$ cat src/rtl/pseq_params.svh
// Register offsets, field positions and reset values of the power-state configuration block.
`ifndef PSEQ_PARAMS_SVH
`define PSEQ_PARAMS_SVH

`define OFF_CTRL 8'h00
`define OFF_WAKE2 8'h14
`define OFF_AWAKE 8'h18
`define OFF_SLEEP1 8'h1C
`define OFF_SLEEP2 8'h20
`define OFF_STATUS 8'h24

`define CTRL_DFLT_CLK_BIT 0
`define CTRL_SLEEP_GO_BIT 1

`define DWELL_MSB 20
`define DWELL_LSB 16
`define STATE_MSB 18
`define STATE_LSB 16
`define CLK_STOP_BIT 14
`define AB_PFM_BIT 9
`define CB_PFM_BIT 8
`define IO_EN_BIT 5
`define PLL_EN_BIT 4
`define AB_EN_BIT 1
`define CB_EN_BIT 0

`define RST_WAKE2 32'h0010_0033
`define RST_AWAKE 32'h0000_0033
`define RST_SLEEP1 32'h0010_0022
`define RST_SLEEP2 32'h0010_0002
`define CFG_WAKE1 32'h0010_0020
`define CFG_ASLEEP 32'h0010_0000
`define CFG_RESET 32'h0000_0000
`define RST_DFLT_CLK 1'b0

`define CODE_RESET 3'h0
`define CODE_ASLEEP 3'h1
`define CODE_WAKE1 3'h2
`define CODE_WAKE2 3'h3
`define CODE_AWAKE_WAIT 3'h4
`define CODE_AWAKE 3'h5
`define CODE_SLEEP1 3'h6
`define CODE_SLEEP2 3'h7

`endif

$ cat src/rtl/pseq_pkg.sv
// Types shared by the power-state configuration block.
package pseq_pkg;

	typedef enum logic [7:0] {
		ST_RESET = 8'h01,
		ST_ASLEEP = 8'h02,
		ST_WAKE1 = 8'h04,
		ST_WAKE2 = 8'h08,
		ST_AWAKE_WAIT = 8'h10,
		ST_AWAKE = 8'h20,
		ST_SLEEP1 = 8'h40,
		ST_SLEEP2 = 8'h80
	} seq_state_t;

	typedef struct packed {
		logic clk_stop;
		logic ab_pfm;
		logic cb_pfm;
		logic io_en;
		logic pll_en;
		logic ab_en;
		logic cb_en;
	} supply_ctl_t;

	typedef struct packed {
		logic [4:0] dwell;
		supply_ctl_t ctl;
	} supply_cfg_t;

	typedef struct packed {
		logic psel;
		logic penable;
		logic pwrite;
		logic [7:0] paddr;
		logic [31:0] pwdata;
	} apb_req_t;

	typedef struct packed {
		logic [31:0] prdata;
		logic pready;
		logic pslverr;
	} apb_rsp_t;

endpackage

$ cat src/rtl/dwell_timer.sv
// Counts two to the power of a field value in enabled ticks and holds an expiry flag.
`timescale 1ns/1ps
module dwell_timer #(
	parameter int CW = 32
) (
	// Clock and reset.
	input wire logic mclk_i,
	input wire logic rst_i,
	// Control.
	input wire logic restart_i,
	input wire logic tick_i,
	input wire logic [4:0] log2_i,
	// Status.
	output logic expired_o
);
	typedef struct packed {
		logic [CW-1:0] cnt;
		logic expired;
	} tmr_state_t;

	tmr_state_t s_r;
	tmr_state_t s_nxt;
	logic [CW-1:0] last;

	always_comb begin
		last = ~({CW{1'b1}} << log2_i);
		s_nxt = s_r;
		if (restart_i) begin
			s_nxt.cnt = '0;
			s_nxt.expired = 1'b0;
		end else if (tick_i && !s_r.expired) begin
			// The stay ends on the tick that arrives while the count holds 2**log2 - 1.
			if (s_r.cnt == last) begin
				s_nxt.expired = 1'b1;
			end else begin
				s_nxt.cnt = s_r.cnt + CW'(1);
			end
		end
	end

	always_ff @(posedge mclk_i or posedge rst_i) begin
		if (rst_i) begin
			s_r <= '0;
		end else begin
			s_r <= s_nxt;
		end
	end

	assign expired_o = s_r.expired;
endmodule // dwell_timer

$ cat src/rtl/power_state_supply_config.sv
// Power sequence state machine with per-state supply configuration registers on APB.
//
// The APB slave port was chosen for this implementation.
`timescale 1ns/1ps
`include "pseq_params.svh"

// Summary of operation
// (RULE1) Second wake phase leaves only after dwell expiry and all enabled supplies good.
// (RULE2) Second wake register holds dwell plus supply and clock settings.
// (RULE3) Dwell field 20:16 gives two to that power cycles; resets to 16.
// (RULE4) Each sleep phase stays for its own dwell time before moving on.
// (RULE5) Bit 14 set stops the processor tile clock in that state.
// (RULE6) Bit 9 picks analogue buck modulation: 0 PWM, 1 PFM.
// (RULE7) Bit 8 picks core buck modulation: 0 PWM, 1 PFM.
// (RULE8) Bit 5 enables the IO supply output in that state.
// (RULE9) Bit 4 enables the PLL linear regulator in that state.
// (RULE10) Bit 1 shows analogue buck enable; read-only, reads 1 at reset.
// (RULE11) Bit 0 enables core buck; resets 1 for wake/awake, 0 sleep.
// (RULE12) Awake register has no dwell; bits 31:15 reserved and read-only.
// (RULE13) Reserved bits of dwell registers are read-only and inert.
// (RULE14) Dwell counts on the active clock, possibly the slow oscillator.
// (RULE15) Status bits 18:16 report the sequencer state as a 3-bit code.
// (RULE16) Software requests sleep with a self-clearing bit, only when awake.
// (RULE17) Wake2, awake-wait, awake; then sleep1, sleep2, asleep, applying each config.
// (RULE18) Sleep phases advance on dwell expiry without any power-good check.
module power_state_supply_config (
	// Clock and reset.
	input wire logic mclk_i,
	input wire logic rst_i,
	// APB slave.
	input wire pseq_pkg::apb_req_t apb_req_i,
	output pseq_pkg::apb_rsp_t apb_rsp_o,
	// Supply good levels: 0 core buck, 1 analogue buck, 2 PLL regulator, 3 IO output.
	input wire logic [3:0] supply_good_i,
	// Slow oscillator level and wake request level.
	input wire logic slow_clk_i,
	input wire logic wake_i,
	// Applied supply and tile clock controls.
	output pseq_pkg::supply_ctl_t supply_ctl_o
);
	typedef struct packed {
		pseq_pkg::supply_cfg_t [3:0] cfg;
		pseq_pkg::seq_state_t st;
		logic entry;
		pseq_pkg::supply_ctl_t outc;
		logic use_dflt;
		logic slow_prev;
		pseq_pkg::apb_rsp_t rsp;
	} top_state_t;

	top_state_t s_r;
	top_state_t s_nxt;
	logic [5:0] sync_q;
	logic [3:0] good_s;
	logic slow_s;
	logic wake_s;
	logic expired;
	logic tick;
	logic [4:0] dwell_sel;

	// Unpacks a register word into a configuration.
	function automatic pseq_pkg::supply_cfg_t unpack(input logic [31:0] w);
		pseq_pkg::supply_cfg_t c;
		c.dwell = w[`DWELL_MSB:`DWELL_LSB];
		c.ctl.clk_stop = w[`CLK_STOP_BIT];
		c.ctl.ab_pfm = w[`AB_PFM_BIT];
		c.ctl.cb_pfm = w[`CB_PFM_BIT];
		c.ctl.io_en = w[`IO_EN_BIT];
		c.ctl.pll_en = w[`PLL_EN_BIT];
		c.ctl.ab_en = w[`AB_EN_BIT];
		c.ctl.cb_en = w[`CB_EN_BIT];
		return c;
	endfunction

	// Packs a configuration into a read word; reserved bits read as zero.
	function automatic logic [31:0] pack(input pseq_pkg::supply_cfg_t c, input logic no_dwell);
		logic [31:0] w;
		w = 32'h0000_0000;
		if (!no_dwell) begin
			w[`DWELL_MSB:`DWELL_LSB] = c.dwell; // [RULE2] [RULE12]
		end
		w[`CLK_STOP_BIT] = c.ctl.clk_stop;
		w[`AB_PFM_BIT] = c.ctl.ab_pfm;
		w[`CB_PFM_BIT] = c.ctl.cb_pfm;
		w[`IO_EN_BIT] = c.ctl.io_en;
		w[`PLL_EN_BIT] = c.ctl.pll_en;
		w[`AB_EN_BIT] = c.ctl.ab_en;
		w[`CB_EN_BIT] = c.ctl.cb_en;
		return w;
	endfunction

	// Maps a byte address to a configuration register index.
	function automatic logic [2:0] cfg_index(input logic [7:0] a);
		logic [2:0] i;
		case (a)
			`OFF_WAKE2: i = 3'h0;
			`OFF_AWAKE: i = 3'h1;
			`OFF_SLEEP1: i = 3'h2;
			`OFF_SLEEP2: i = 3'h3;
			default: i = 3'h4;
		endcase
		return i;
	endfunction

	// Reports the three-bit state code of a one-hot state.
	function automatic logic [2:0] state_code(input pseq_pkg::seq_state_t st);
		logic [2:0] k;
		case (st)
			pseq_pkg::ST_ASLEEP: k = `CODE_ASLEEP;
			pseq_pkg::ST_WAKE1: k = `CODE_WAKE1;
			pseq_pkg::ST_WAKE2: k = `CODE_WAKE2;
			pseq_pkg::ST_AWAKE_WAIT: k = `CODE_AWAKE_WAIT;
			pseq_pkg::ST_AWAKE: k = `CODE_AWAKE;
			pseq_pkg::ST_SLEEP1: k = `CODE_SLEEP1;
			pseq_pkg::ST_SLEEP2: k = `CODE_SLEEP2;
			default: k = `CODE_RESET;
		endcase
		return k;
	endfunction

	// Selects the configuration that a state applies.
	function automatic pseq_pkg::supply_cfg_t state_cfg(input pseq_pkg::seq_state_t st,
			input pseq_pkg::supply_cfg_t [3:0] cfg);
		pseq_pkg::supply_cfg_t c;
		case (st)
			pseq_pkg::ST_ASLEEP: c = unpack(`CFG_ASLEEP);
			pseq_pkg::ST_WAKE1: c = unpack(`CFG_WAKE1);
			pseq_pkg::ST_WAKE2: c = cfg[0];
			pseq_pkg::ST_AWAKE_WAIT: c = cfg[1];
			pseq_pkg::ST_AWAKE: c = cfg[1];
			pseq_pkg::ST_SLEEP1: c = cfg[2];
			pseq_pkg::ST_SLEEP2: c = cfg[3];
			default: c = unpack(`CFG_RESET);
		endcase
		return c;
	endfunction

	// True when every supply that the configuration enables reports good.
	function automatic logic all_good(input pseq_pkg::supply_ctl_t c, input logic [3:0] g);
		logic [3:0] en;
		en = {c.io_en, c.pll_en, c.ab_en, c.cb_en};
		return &(g | ~en);
	endfunction

	// Reset images, folded at elaboration so that the reset branch loads plain constants.
	localparam pseq_pkg::supply_cfg_t RST_CFG_WAKE2 = unpack(`RST_WAKE2);
	localparam pseq_pkg::supply_cfg_t RST_CFG_AWAKE = unpack(`RST_AWAKE);
	localparam pseq_pkg::supply_cfg_t RST_CFG_SLEEP1 = unpack(`RST_SLEEP1);
	localparam pseq_pkg::supply_cfg_t RST_CFG_SLEEP2 = unpack(`RST_SLEEP2);
	localparam pseq_pkg::supply_cfg_t RST_CFG_OFF = unpack(`CFG_RESET);

	sync2 #(
		.W(6)
	) u_sync (
		.mclk_i(mclk_i),
		.rst_i(rst_i),
		.async_i({wake_i, slow_clk_i, supply_good_i}),
		.sync_o(sync_q)
	);

	assign good_s = sync_q[3:0];
	assign slow_s = sync_q[4];
	assign wake_s = sync_q[5];

	always_comb begin
		pseq_pkg::supply_cfg_t cur;
		cur = state_cfg(s_r.st, s_r.cfg);
		dwell_sel = cur.dwell;
		// Sleep phases run from the slow oscillator unless software picks the default clock.
		if ((s_r.st == pseq_pkg::ST_SLEEP1 || s_r.st == pseq_pkg::ST_SLEEP2 ||
				s_r.st == pseq_pkg::ST_ASLEEP) && !s_r.use_dflt) begin
			tick = slow_s & ~s_r.slow_prev; // [RULE14]
		end else begin
			tick = 1'b1; // [RULE14]
		end
	end

	dwell_timer #(
		.CW(32)
	) u_dwell (
		.mclk_i(mclk_i),
		.rst_i(rst_i),
		.restart_i(s_r.entry),
		.tick_i(tick),
		.log2_i(dwell_sel), // [RULE3]
		.expired_o(expired)
	);

	always_comb begin
		logic [2:0] idx;
		logic setup;
		logic wr;
		logic sleep_go;
		pseq_pkg::supply_cfg_t wc;
		logic [31:0] st_word;
		pseq_pkg::supply_cfg_t ent;
		ent = '0;
		idx = cfg_index(apb_req_i.paddr);
		setup = apb_req_i.psel & ~apb_req_i.penable;
		wr = apb_req_i.psel & apb_req_i.penable & apb_req_i.pwrite & s_r.rsp.pready;
		sleep_go = 1'b0;
		wc = unpack(apb_req_i.pwdata);
		st_word = pack({5'h00, s_r.outc}, 1'b1);
		st_word[`STATE_MSB:`STATE_LSB] = state_code(s_r.st); // [RULE15]
		s_nxt = s_r;
		s_nxt.entry = 1'b0;
		s_nxt.slow_prev = slow_s;

		// Answer in the access phase that follows every setup cycle.
		s_nxt.rsp.pready = setup;
		s_nxt.rsp.pslverr = 1'b0;
		s_nxt.rsp.prdata = 32'h0000_0000;
		if (setup) begin
			if (idx[2] == 1'b0) begin
				s_nxt.rsp.prdata = pack(s_r.cfg[idx[1:0]], idx == 3'h1);
			end else if (apb_req_i.paddr == `OFF_CTRL) begin
				s_nxt.rsp.prdata[`CTRL_DFLT_CLK_BIT] = s_r.use_dflt;
			end else if (apb_req_i.paddr == `OFF_STATUS) begin
				s_nxt.rsp.prdata = st_word;
			end else begin
				s_nxt.rsp.pslverr = 1'b1;
			end
		end

		if (wr) begin
			if (idx[2] == 1'b0) begin
				// The analogue buck enable is read-only and keeps its value.
				wc.ctl.ab_en = s_r.cfg[idx[1:0]].ctl.ab_en; // [RULE10]
				if (idx == 3'h1) begin
					wc.dwell = 5'h00; // [RULE12]
				end
				s_nxt.cfg[idx[1:0]] = wc; // [RULE13]
			end else if (apb_req_i.paddr == `OFF_CTRL) begin
				s_nxt.use_dflt = apb_req_i.pwdata[`CTRL_DFLT_CLK_BIT];
				sleep_go = apb_req_i.pwdata[`CTRL_SLEEP_GO_BIT]; // [RULE16]
			end
		end

		case (s_r.st)
			pseq_pkg::ST_RESET: begin
				s_nxt.st = pseq_pkg::ST_WAKE1;
			end
			pseq_pkg::ST_ASLEEP: begin
				if (!s_r.entry && expired && wake_s) begin
					s_nxt.st = pseq_pkg::ST_WAKE1;
				end
			end
			pseq_pkg::ST_WAKE1: begin
				if (!s_r.entry && expired && all_good(s_r.outc, good_s)) begin
					s_nxt.st = pseq_pkg::ST_WAKE2;
				end
			end
			pseq_pkg::ST_WAKE2: begin
				if (!s_r.entry && expired && all_good(s_r.outc, good_s)) begin
					s_nxt.st = pseq_pkg::ST_AWAKE_WAIT; // [RULE1] [RULE17]
				end
			end
			pseq_pkg::ST_AWAKE_WAIT: begin
				s_nxt.st = pseq_pkg::ST_AWAKE; // [RULE17]
			end
			pseq_pkg::ST_AWAKE: begin
				// A sleep request outside the awake state is ignored.
				if (sleep_go) begin
					s_nxt.st = pseq_pkg::ST_SLEEP1; // [RULE16] [RULE17]
				end
			end
			pseq_pkg::ST_SLEEP1: begin
				if (!s_r.entry && expired) begin
					s_nxt.st = pseq_pkg::ST_SLEEP2; // [RULE4] [RULE18]
				end
			end
			pseq_pkg::ST_SLEEP2: begin
				if (!s_r.entry && expired) begin
					s_nxt.st = pseq_pkg::ST_ASLEEP; // [RULE4] [RULE18]
				end
			end
			default: begin
				s_nxt.st = pseq_pkg::ST_RESET;
			end
		endcase

		if (s_nxt.st != s_r.st) begin
			s_nxt.entry = 1'b1;
		end
		// Settings track the state's register, written or entered.
		ent = state_cfg(s_nxt.st, s_nxt.cfg);
		s_nxt.outc = ent.ctl; // [RULE5] [RULE6] [RULE7] [RULE8] [RULE9] [RULE11]
	end

	always_ff @(posedge mclk_i or posedge rst_i) begin
		if (rst_i) begin
			s_r.cfg[0] <= RST_CFG_WAKE2; // [RULE3] [RULE11]
			s_r.cfg[1] <= RST_CFG_AWAKE;
			s_r.cfg[2] <= RST_CFG_SLEEP1;
			s_r.cfg[3] <= RST_CFG_SLEEP2;
			s_r.st <= pseq_pkg::ST_RESET;
			s_r.entry <= 1'b1;
			s_r.outc <= RST_CFG_OFF.ctl;
			s_r.use_dflt <= `RST_DFLT_CLK;
			s_r.slow_prev <= 1'b0;
			s_r.rsp <= '0;
		end else begin
			s_r <= s_nxt;
		end
	end

	assign apb_rsp_o = s_r.rsp;
	assign supply_ctl_o = s_r.outc;
endmodule // power_state_supply_config

$ cat src/rtl/sync2.sv
// Two-flop synchroniser for a vector of asynchronous levels.
`timescale 1ns/1ps
module sync2 #(
	parameter int W = 1
) (
	// Clock and reset.
	input wire logic mclk_i,
	input wire logic rst_i,
	// Levels.
	input wire logic [W-1:0] async_i,
	output logic [W-1:0] sync_o
);
	typedef struct packed {
		logic [W-1:0] meta;
		logic [W-1:0] stab;
	} sync_state_t;

	sync_state_t s_r;
	sync_state_t s_nxt;

	always_comb begin
		s_nxt.meta = async_i;
		s_nxt.stab = s_r.meta;
	end

	always_ff @(posedge mclk_i or posedge rst_i) begin
		if (rst_i) begin
			s_r <= '0;
		end else begin
			s_r <= s_nxt;
		end
	end

	assign sync_o = s_r.stab;
endmodule // sync2
$ cat config.mk
export PLATFORM = sky130hd
export DESIGN_NAME = power_state_supply_config
export DESIGN_NICKNAME = d
export VERILOG_FILES = /design/src/rtl/pseq_pkg.sv /design/src/rtl/dwell_timer.sv /design/src/rtl/power_state_supply_config.sv /design/src/rtl/sync2.sv
export VERILOG_INCLUDE_DIRS = /design/src /design/src/rtl
export SDC_FILE = /design/constraint.sdc
export NUM_CORES = 1
export LEC_CHECK = 0
export BUFFER_PORTS_ARGS = -buffer_cell sky130_fd_sc_hd__buf_2
export CORE_MARGIN = 5
export CORE_UTILIZATION = 64
export DETAILED_ROUTE_END_ITERATION = 10
export GPL_ROUTABILITY_DRIVEN = 0
export PLACE_DENSITY = 0.95
export SLEW_MARGIN = 10
export SYNTH_ARGS = -nofsm -noshare
export SYNTH_HDL_FRONTEND = slang
export SYNTH_SLANG_ARGS = --single-unit
$ cat constraint.sdc
create_clock -name mclk_i -period 6.8 [get_ports mclk_i]
set_input_delay 1.02 -clock mclk_i [delete_from_list [all_inputs] [get_ports mclk_i]]
set_output_delay 1.02 -clock mclk_i [all_outputs]
set_load 0.05 [all_outputs]
==> impl_metrics.toml, run 1 <==
[clock_tree]
cts_setup_buffers = 0
cts_tree = "done"
cts_buffers = 17
cts-root-buf = "clkbuf_16"
clock_latency_ps = 430
cts_hold_buf = 0
post_cts_resize_count = 0
cts.path.max_buffers = 2
clock-sinks = 125
h-tree-depth = 4
path_clk_slew_ps = 60

[critical_path]
cpLargestDelayFamily = "compound AO/OA/AOI/OAI gates"
worstPathArrival_ps = 5310
path_cells = "or4_1 -> or3_1 -> o211ai_2 -> nor2_1 -> o21ai_1 -> xnor2_1 -> nor3_1 -> o211a_2 -> a211oi_4 -> mux2_2"
endpoint_kind = "flip-flop"
criticalPathCategory = "flip-flop to flip-flop"
slowest_delay_ps = 1020
worst-path-buf-inv = 0
crit_fanout = 24
cp.depth = 10
start_kind = "flip-flop"
cp.required_ps = 7160
slowest_stage = "a211oi_4"
ff2ff_path_depth = 10

[synthesis]
synthTopCellsByArea = "dfrtp_1, dfstp_2, nand2_1, buf_4, mux2_2"
synthTopCellsByCount = "dfrtp_1, nand2_1, nor2_1"
synth_flop_cell = "dfrtp_1"
synth_top_family_by_area = "compound AO/OA/AOI/OAI gates"
synth_edf_count = 0
synth_most_common_cell = "dfrtp_1"
ys_warn_count = 0
muxShareOfSynthArea = 0.0586
yosysUniqueCellTypes = 76
async_flop_share = 1.00
syn_inst = 828
synth_simple_gate_area_frac = 0.202
synth_seq_cells = 125
avgSynthCellArea_sq_um = 9.18
syn_area_sq_um = 7600
yosys.area_share.xor_xnor = 0.00576
synth_area_leader_cell = "dfrtp_1"
yosys.area_share.adder = 0.00165
synth-compound-area-share = 0.219
synth.top_cell.area_share = 0.359
synth.yosys.seq_area_share = 0.414

[power]
pwr_density_cell_nw_per_um2 = 223
ir_drop_v = 0.000220
power_leakage_uw = 0.00355
total_power_uw = 1820

[timing]
period_share = 0.728
fmax_ghz = 0.202
slew_headroom = 0.202
worstMarginPinSlew_ps = 1190
hold_violations = 0
final-max-slew-violation-count = 0
rsz0062_at_grt = "no"
setup_viol = 0
tns_ps = 0
fin_worst_skew_ps = 12.1
min_period_ps = 4950

[final_layout]
nFillCells = 780
final_nets = 879
multi_input_area_sq_um = 3780
area_growth_pct = 7.21
stdcell_area_sq_um = 8150
final-seq-area_sq_um = 3150
diodes = 0
drive_gt1_frac = 0.192

[floorplanning]
coreArea_sq_um = 11500
num_io_pins = 92
dieHeight_microns = 119
std_cell_rows = 39
start_util = 0.660
die_w_microns = 119
dieArea_sq_um = 14200

[route]
avgViaCountPerCell = 6.96
vias = 6844
totalWireLength_mm = 20.5
wl_per_cell_microns = 20.8
drc = 0
drtIter0Drc = 948
dr.pass1.iters = 6
antenna_left = 0

[global_route]
grt_max_degree = 65
grt_pass1_wl_mm = 34.0
grt_pass1_vias = 6776
antenna_found_initial = 0
grtUsageTotal = 0.293
overflow = 0

[run]
maxCapViolations = 0

[hold_path]
hold_path.class = "flip-flop to flip-flop"
holdPathStages = 0

[place]
io_buffer_count = 51
hpwlAfterDp_mm = 13.0
placed_cell_area_sq_um = 7570

[status]
status = "completed"
cell usage in the layout, fill, tap and decap left out, drive strengths merged, types with 16 or more instances in the layout:
cell type and instances:
mux2 28, nor2 44, nor2b 18, nor4 17, nand2 92, nor3 31
dfstp 16, buf 59, nand3 37, o21ai 41, inv 47, clkbuf 17
conb 20, o211ai 23, dfrtp 109, a21oi 23, a211oi 21
through the flow:
| step | utilization | cells | setup slack [ps] | hold WS, ps |
|---|---|---|---|---|
| floorplan | - | 847 | 2480 | 331 |
| global placement | 0.658 | 951 | 2060 | 333 |
| detailed placement | 0.658 | 951 | 2020 | 335 |
| CTS | 0.708 | 983 | 1930 | 348 |
| global route | 0.708 | 983 | 1680 | 355 |
| finish | 0.708 | 983 | 1850 | 346 |
power breakdown:
group | internal, uW | total (uW) | switching (uW)
Combinational | 42.1 | 140 | 98.3
Sequential | 763 | 791 | 27.6
Clock | 515 | 888 | 373
Total | 1320 | 1820 | 499
logic make-up (layout without fill, tap and decap cells):
family | after synthesis | in the layout
buffers and inverters | 137 | 130
DFF | 125 | 125
AOI/OAI and AO/OA | 212 | 212
adders and majority gates | 1 | 1
other | 1 | 20
xor gates and xnor gates | 5 | 5
and+or+nand+nor | 306 | 306
muxes | 41 | 41
worst paths after layout:
kind / startpoint / end / slack [ps]
min in group asynchronous: rst_i / async pin / 740
max reg2reg: s_r[46]$_DFF_PP0_ / u_dwell.s_r[1]$_DFFE_PP0P_ / 1850
max in group asynchronous: rst_i / supply_ctl_o[3]$_DFF_PP0_ / 4800
min: u_sync.s_nxt[2]$_DFF_PP0_ / u_sync.sync_o[2]$_DFF_PP0_ / 350
max: s_r[46]$_DFF_PP0_ / u_dwell.s_r[1]$_DFFE_PP0P_ / 1850
min reg2reg: u_sync.s_nxt[2]$_DFF_PP0_ / u_sync.sync_o[2]$_DFF_PP0_ / 350
metal layers:
layer	up-vias	part of all wire	global-route usage
li1	2983	-	-
met1	3243	0.38	0.385
met2	527	0.47	0.457
met3	91	0.11	0.0763
met4	0	0.040	0.138
met5	-	0	0
final cells by class:
| type | instances | area share |
|---|---|---|
| well taps | 143 | 0.0220 |
| multi-input cells | 585 | 0.464 |
| clock inverters | 15 | 0.0184 |
| inverters | 39 | 0.0183 |
| clock buffers | 17 | 0.0522 |
| flip-flops and latches | 125 | 0.386 |
| repair buffers | 59 | 0.0387 |
Note: power is estimated with default switching activity, not from simulation.
==> run 2: changes to the inputs <==
--- a/config.mk
+++ b/config.mk
@@ -8,10 +8,10 @@
 export LEC_CHECK = 0
 export BUFFER_PORTS_ARGS = -buffer_cell sky130_fd_sc_hd__buf_2
 export CORE_MARGIN = 5
-export CORE_UTILIZATION = 64
+export CORE_UTILIZATION = 53
 export DETAILED_ROUTE_END_ITERATION = 10
 export GPL_ROUTABILITY_DRIVEN = 0
-export PLACE_DENSITY = 0.95
+export PLACE_DENSITY = 0.86
 export SLEW_MARGIN = 10
 export SYNTH_ARGS = -nofsm -noshare
 export SYNTH_HDL_FRONTEND = slang
==> constraint.sdc (replaced) <==
create_clock -name mclk_i -period 4.2 [get_ports mclk_i]
set_input_delay 0.63 -clock mclk_i [delete_from_list [all_inputs] [get_ports mclk_i]]
set_output_delay 0.63 -clock mclk_i [all_outputs]
set_load 0.05 [all_outputs]
==> impl_metrics.toml, run 2 (synthesis gave the netlist of run 1 again) <==
[final_layout]
stdcell_area_sq_um = 8560
nFillCells = 1106
final_cell_mix = "dfrtp_1, nand2_1, buf_2"
diodes = 0
final-seq-area_sq_um = 3150
final_nets = 910
multi_input_area_sq_um = 3800
drive_gt1_frac = 0.223
layout_commonest_cell = "dfrtp_1"
area_growth_pct = 12.6

[global_route]
met1_usage = 0.337
grt_max_degree = 73
grtUsageTotal = 0.256
grt_pass1_wl_mm = 33.9
use_met3 = 0.0675
met2_usage = 0.404
overflow = 0
antenna_found_initial = 0
top_usage_layer = "met2"
grt_pass1_vias = 6617

[clock_tree]
clock-sinks = 125
path_clk_slew_ps = 60
clock_latency_ps = 430
post_cts_resize_count = 0
cts.path.max_buffers = 2
cts_tree = "done"
cts-root-buf = "clkbuf_16"
h-tree-depth = 4
cts_hold_buf = 0
cts_buffers = 17
cts_setup_buffers = 0

[power]
pwr_density_cell_nw_per_um2 = 370
total_power_uw = 3170
switching_share = 0.250
comb_power_share = 0.073
power_leakage_uw = 0.00376
p_switching_uw = 791
power_frac_seq = 0.404
internal_power_uw = 2380
clock_power_share = 0.523
ir_drop_v = 0.000414

[place]
io_buffer_count = 51
hpwlAfterDp_mm = 13.8
placed_cell_area_sq_um = 7880

[route]
totalWireLength_mm = 20.9
wl_per_cell_microns = 19.9
vias = 6852
drc = 0
dr.pass1.iters = 6
antenna_left = 0
drtIter0Drc = 984
avgViaCountPerCell = 6.52

[run]
maxCapViolations = 0

[timing]
hold_violations = 0
worstMarginPinSlew_ps = 910
final-max-slew-violation-count = 0
tns_ps = 0
slew_headroom = 0.394
fmax_ghz = 0.247
period_share = 0.963
fin_worst_skew_ps = 13.0
whs_ps = 312
setup_viol = 0
min_period_ps = 4040

[status]
status = "completed"

[floorplanning]
coreArea_sq_um = 14000
dieHeight_microns = 130
dieArea_sq_um = 16800
num_io_pins = 92
die_w_microns = 130
start_util = 0.543
std_cell_rows = 43

[hold_path]
hold_path.class = "input pin to flip-flop"

[critical_path]
crit_fanout = 20
criticalPathCategory = "flip-flop to flip-flop"
start_kind = "flip-flop"
cp.required_ps = 4500
worstPathArrival_ps = 4340
endpoint_kind = "flip-flop"
==> run 2: cell types whose count changed in the layout (fill, tap and decap cells not counted), sizes merged <==
cell      before  now
clkinvlp       2    0
bufinv         1    5
inv           47   44
clkbuf        17   18
buf           59   90
==> run 2: area by class of cell <==
class | instances | area share
Clock inverter | 14 | 0.0271
Clock buffer | 18 | 0.0502
Tap cell | 180 | 0.0263
Multi-Input combinational cell | 585 | 0.444
Inverter | 39 | 0.0174
Timing Repair Buffer | 90 | 0.0670
Sequential cell | 125 | 0.368
==> run 2: worst max-delay path, stage by stage (launching register included) <==
cell and delay, ps:
dfrtp_1 450, or4_1 710, or3_1 430, o211ai_2 280
buf_12 190, nand2_4 70, a2111oi_2 350, o2111ai_1 180
nor4b_2 320, and2_1 320, buf_12 160, a21oi_2 110
mux2_1 350
==> run 2: power groups by stage <==
| stage | sequential, uW | clock (uW) | combinational [uW] |
|---|---|---|---|
| after detailed placement | 1300 | 0 | 230 |
| after CTS | 1280 | 1670 | 231 |
| after floorplan | 1280 | 0 | 188 |
| final | 1280 | 1660 | 232 |
| after global placement | 1300 | 0 | 223 |
| after global routing | 1280 | 1730 | 254 |
==> run 2: path summary, 6_finish.rpt <==
| check | from | endpoint | slack, ps | cells after the start |
|---|---|---|---|---|
| worst min-delay path | supply_good_i[0] | u_sync.s_nxt[0]$_DFF_PP0_ | 310 | 1 |
| worst max register to register | s_r[47]$_DFF_PP0_ | u_dwell.s_r[2]$_DFFE_PP0P_ | 160 | 12 |
| min in group asynchronous | rst_i | async pin | 390 | 2 |
| max in group asynchronous | rst_i | s_r[52]$_DFF_PP1_ | 2860 | 3 |
| worst min register to register | u_sync.s_nxt[5]$_DFF_PP0_ | u_sync.sync_o[5]$_DFF_PP0_ | 350 | 0 |
| worst max-delay path | s_r[47]$_DFF_PP0_ | u_dwell.s_r[2]$_DFFE_PP0P_ | 160 | 12 |
==> run 2: through the flow <==
step	setup slack, ps	instances	utilization
5_1_grt	-2.83	1051	0.612
2_1_floorplan	269	847	-
4_1_cts	197	1051	0.611
3_3_place_gp	282	1019	0.563
3_5_place_dp	243	1019	0.563
6_report	157	1051	0.612
==> run 2: routing by layer <==
layer / up-vias / wire, microns
met4: 0 / 609
met1: 3271 / 8240
li1: 3057 / -
met2: 448 / 9870
met5: - / 0
met3: 76 / 2210
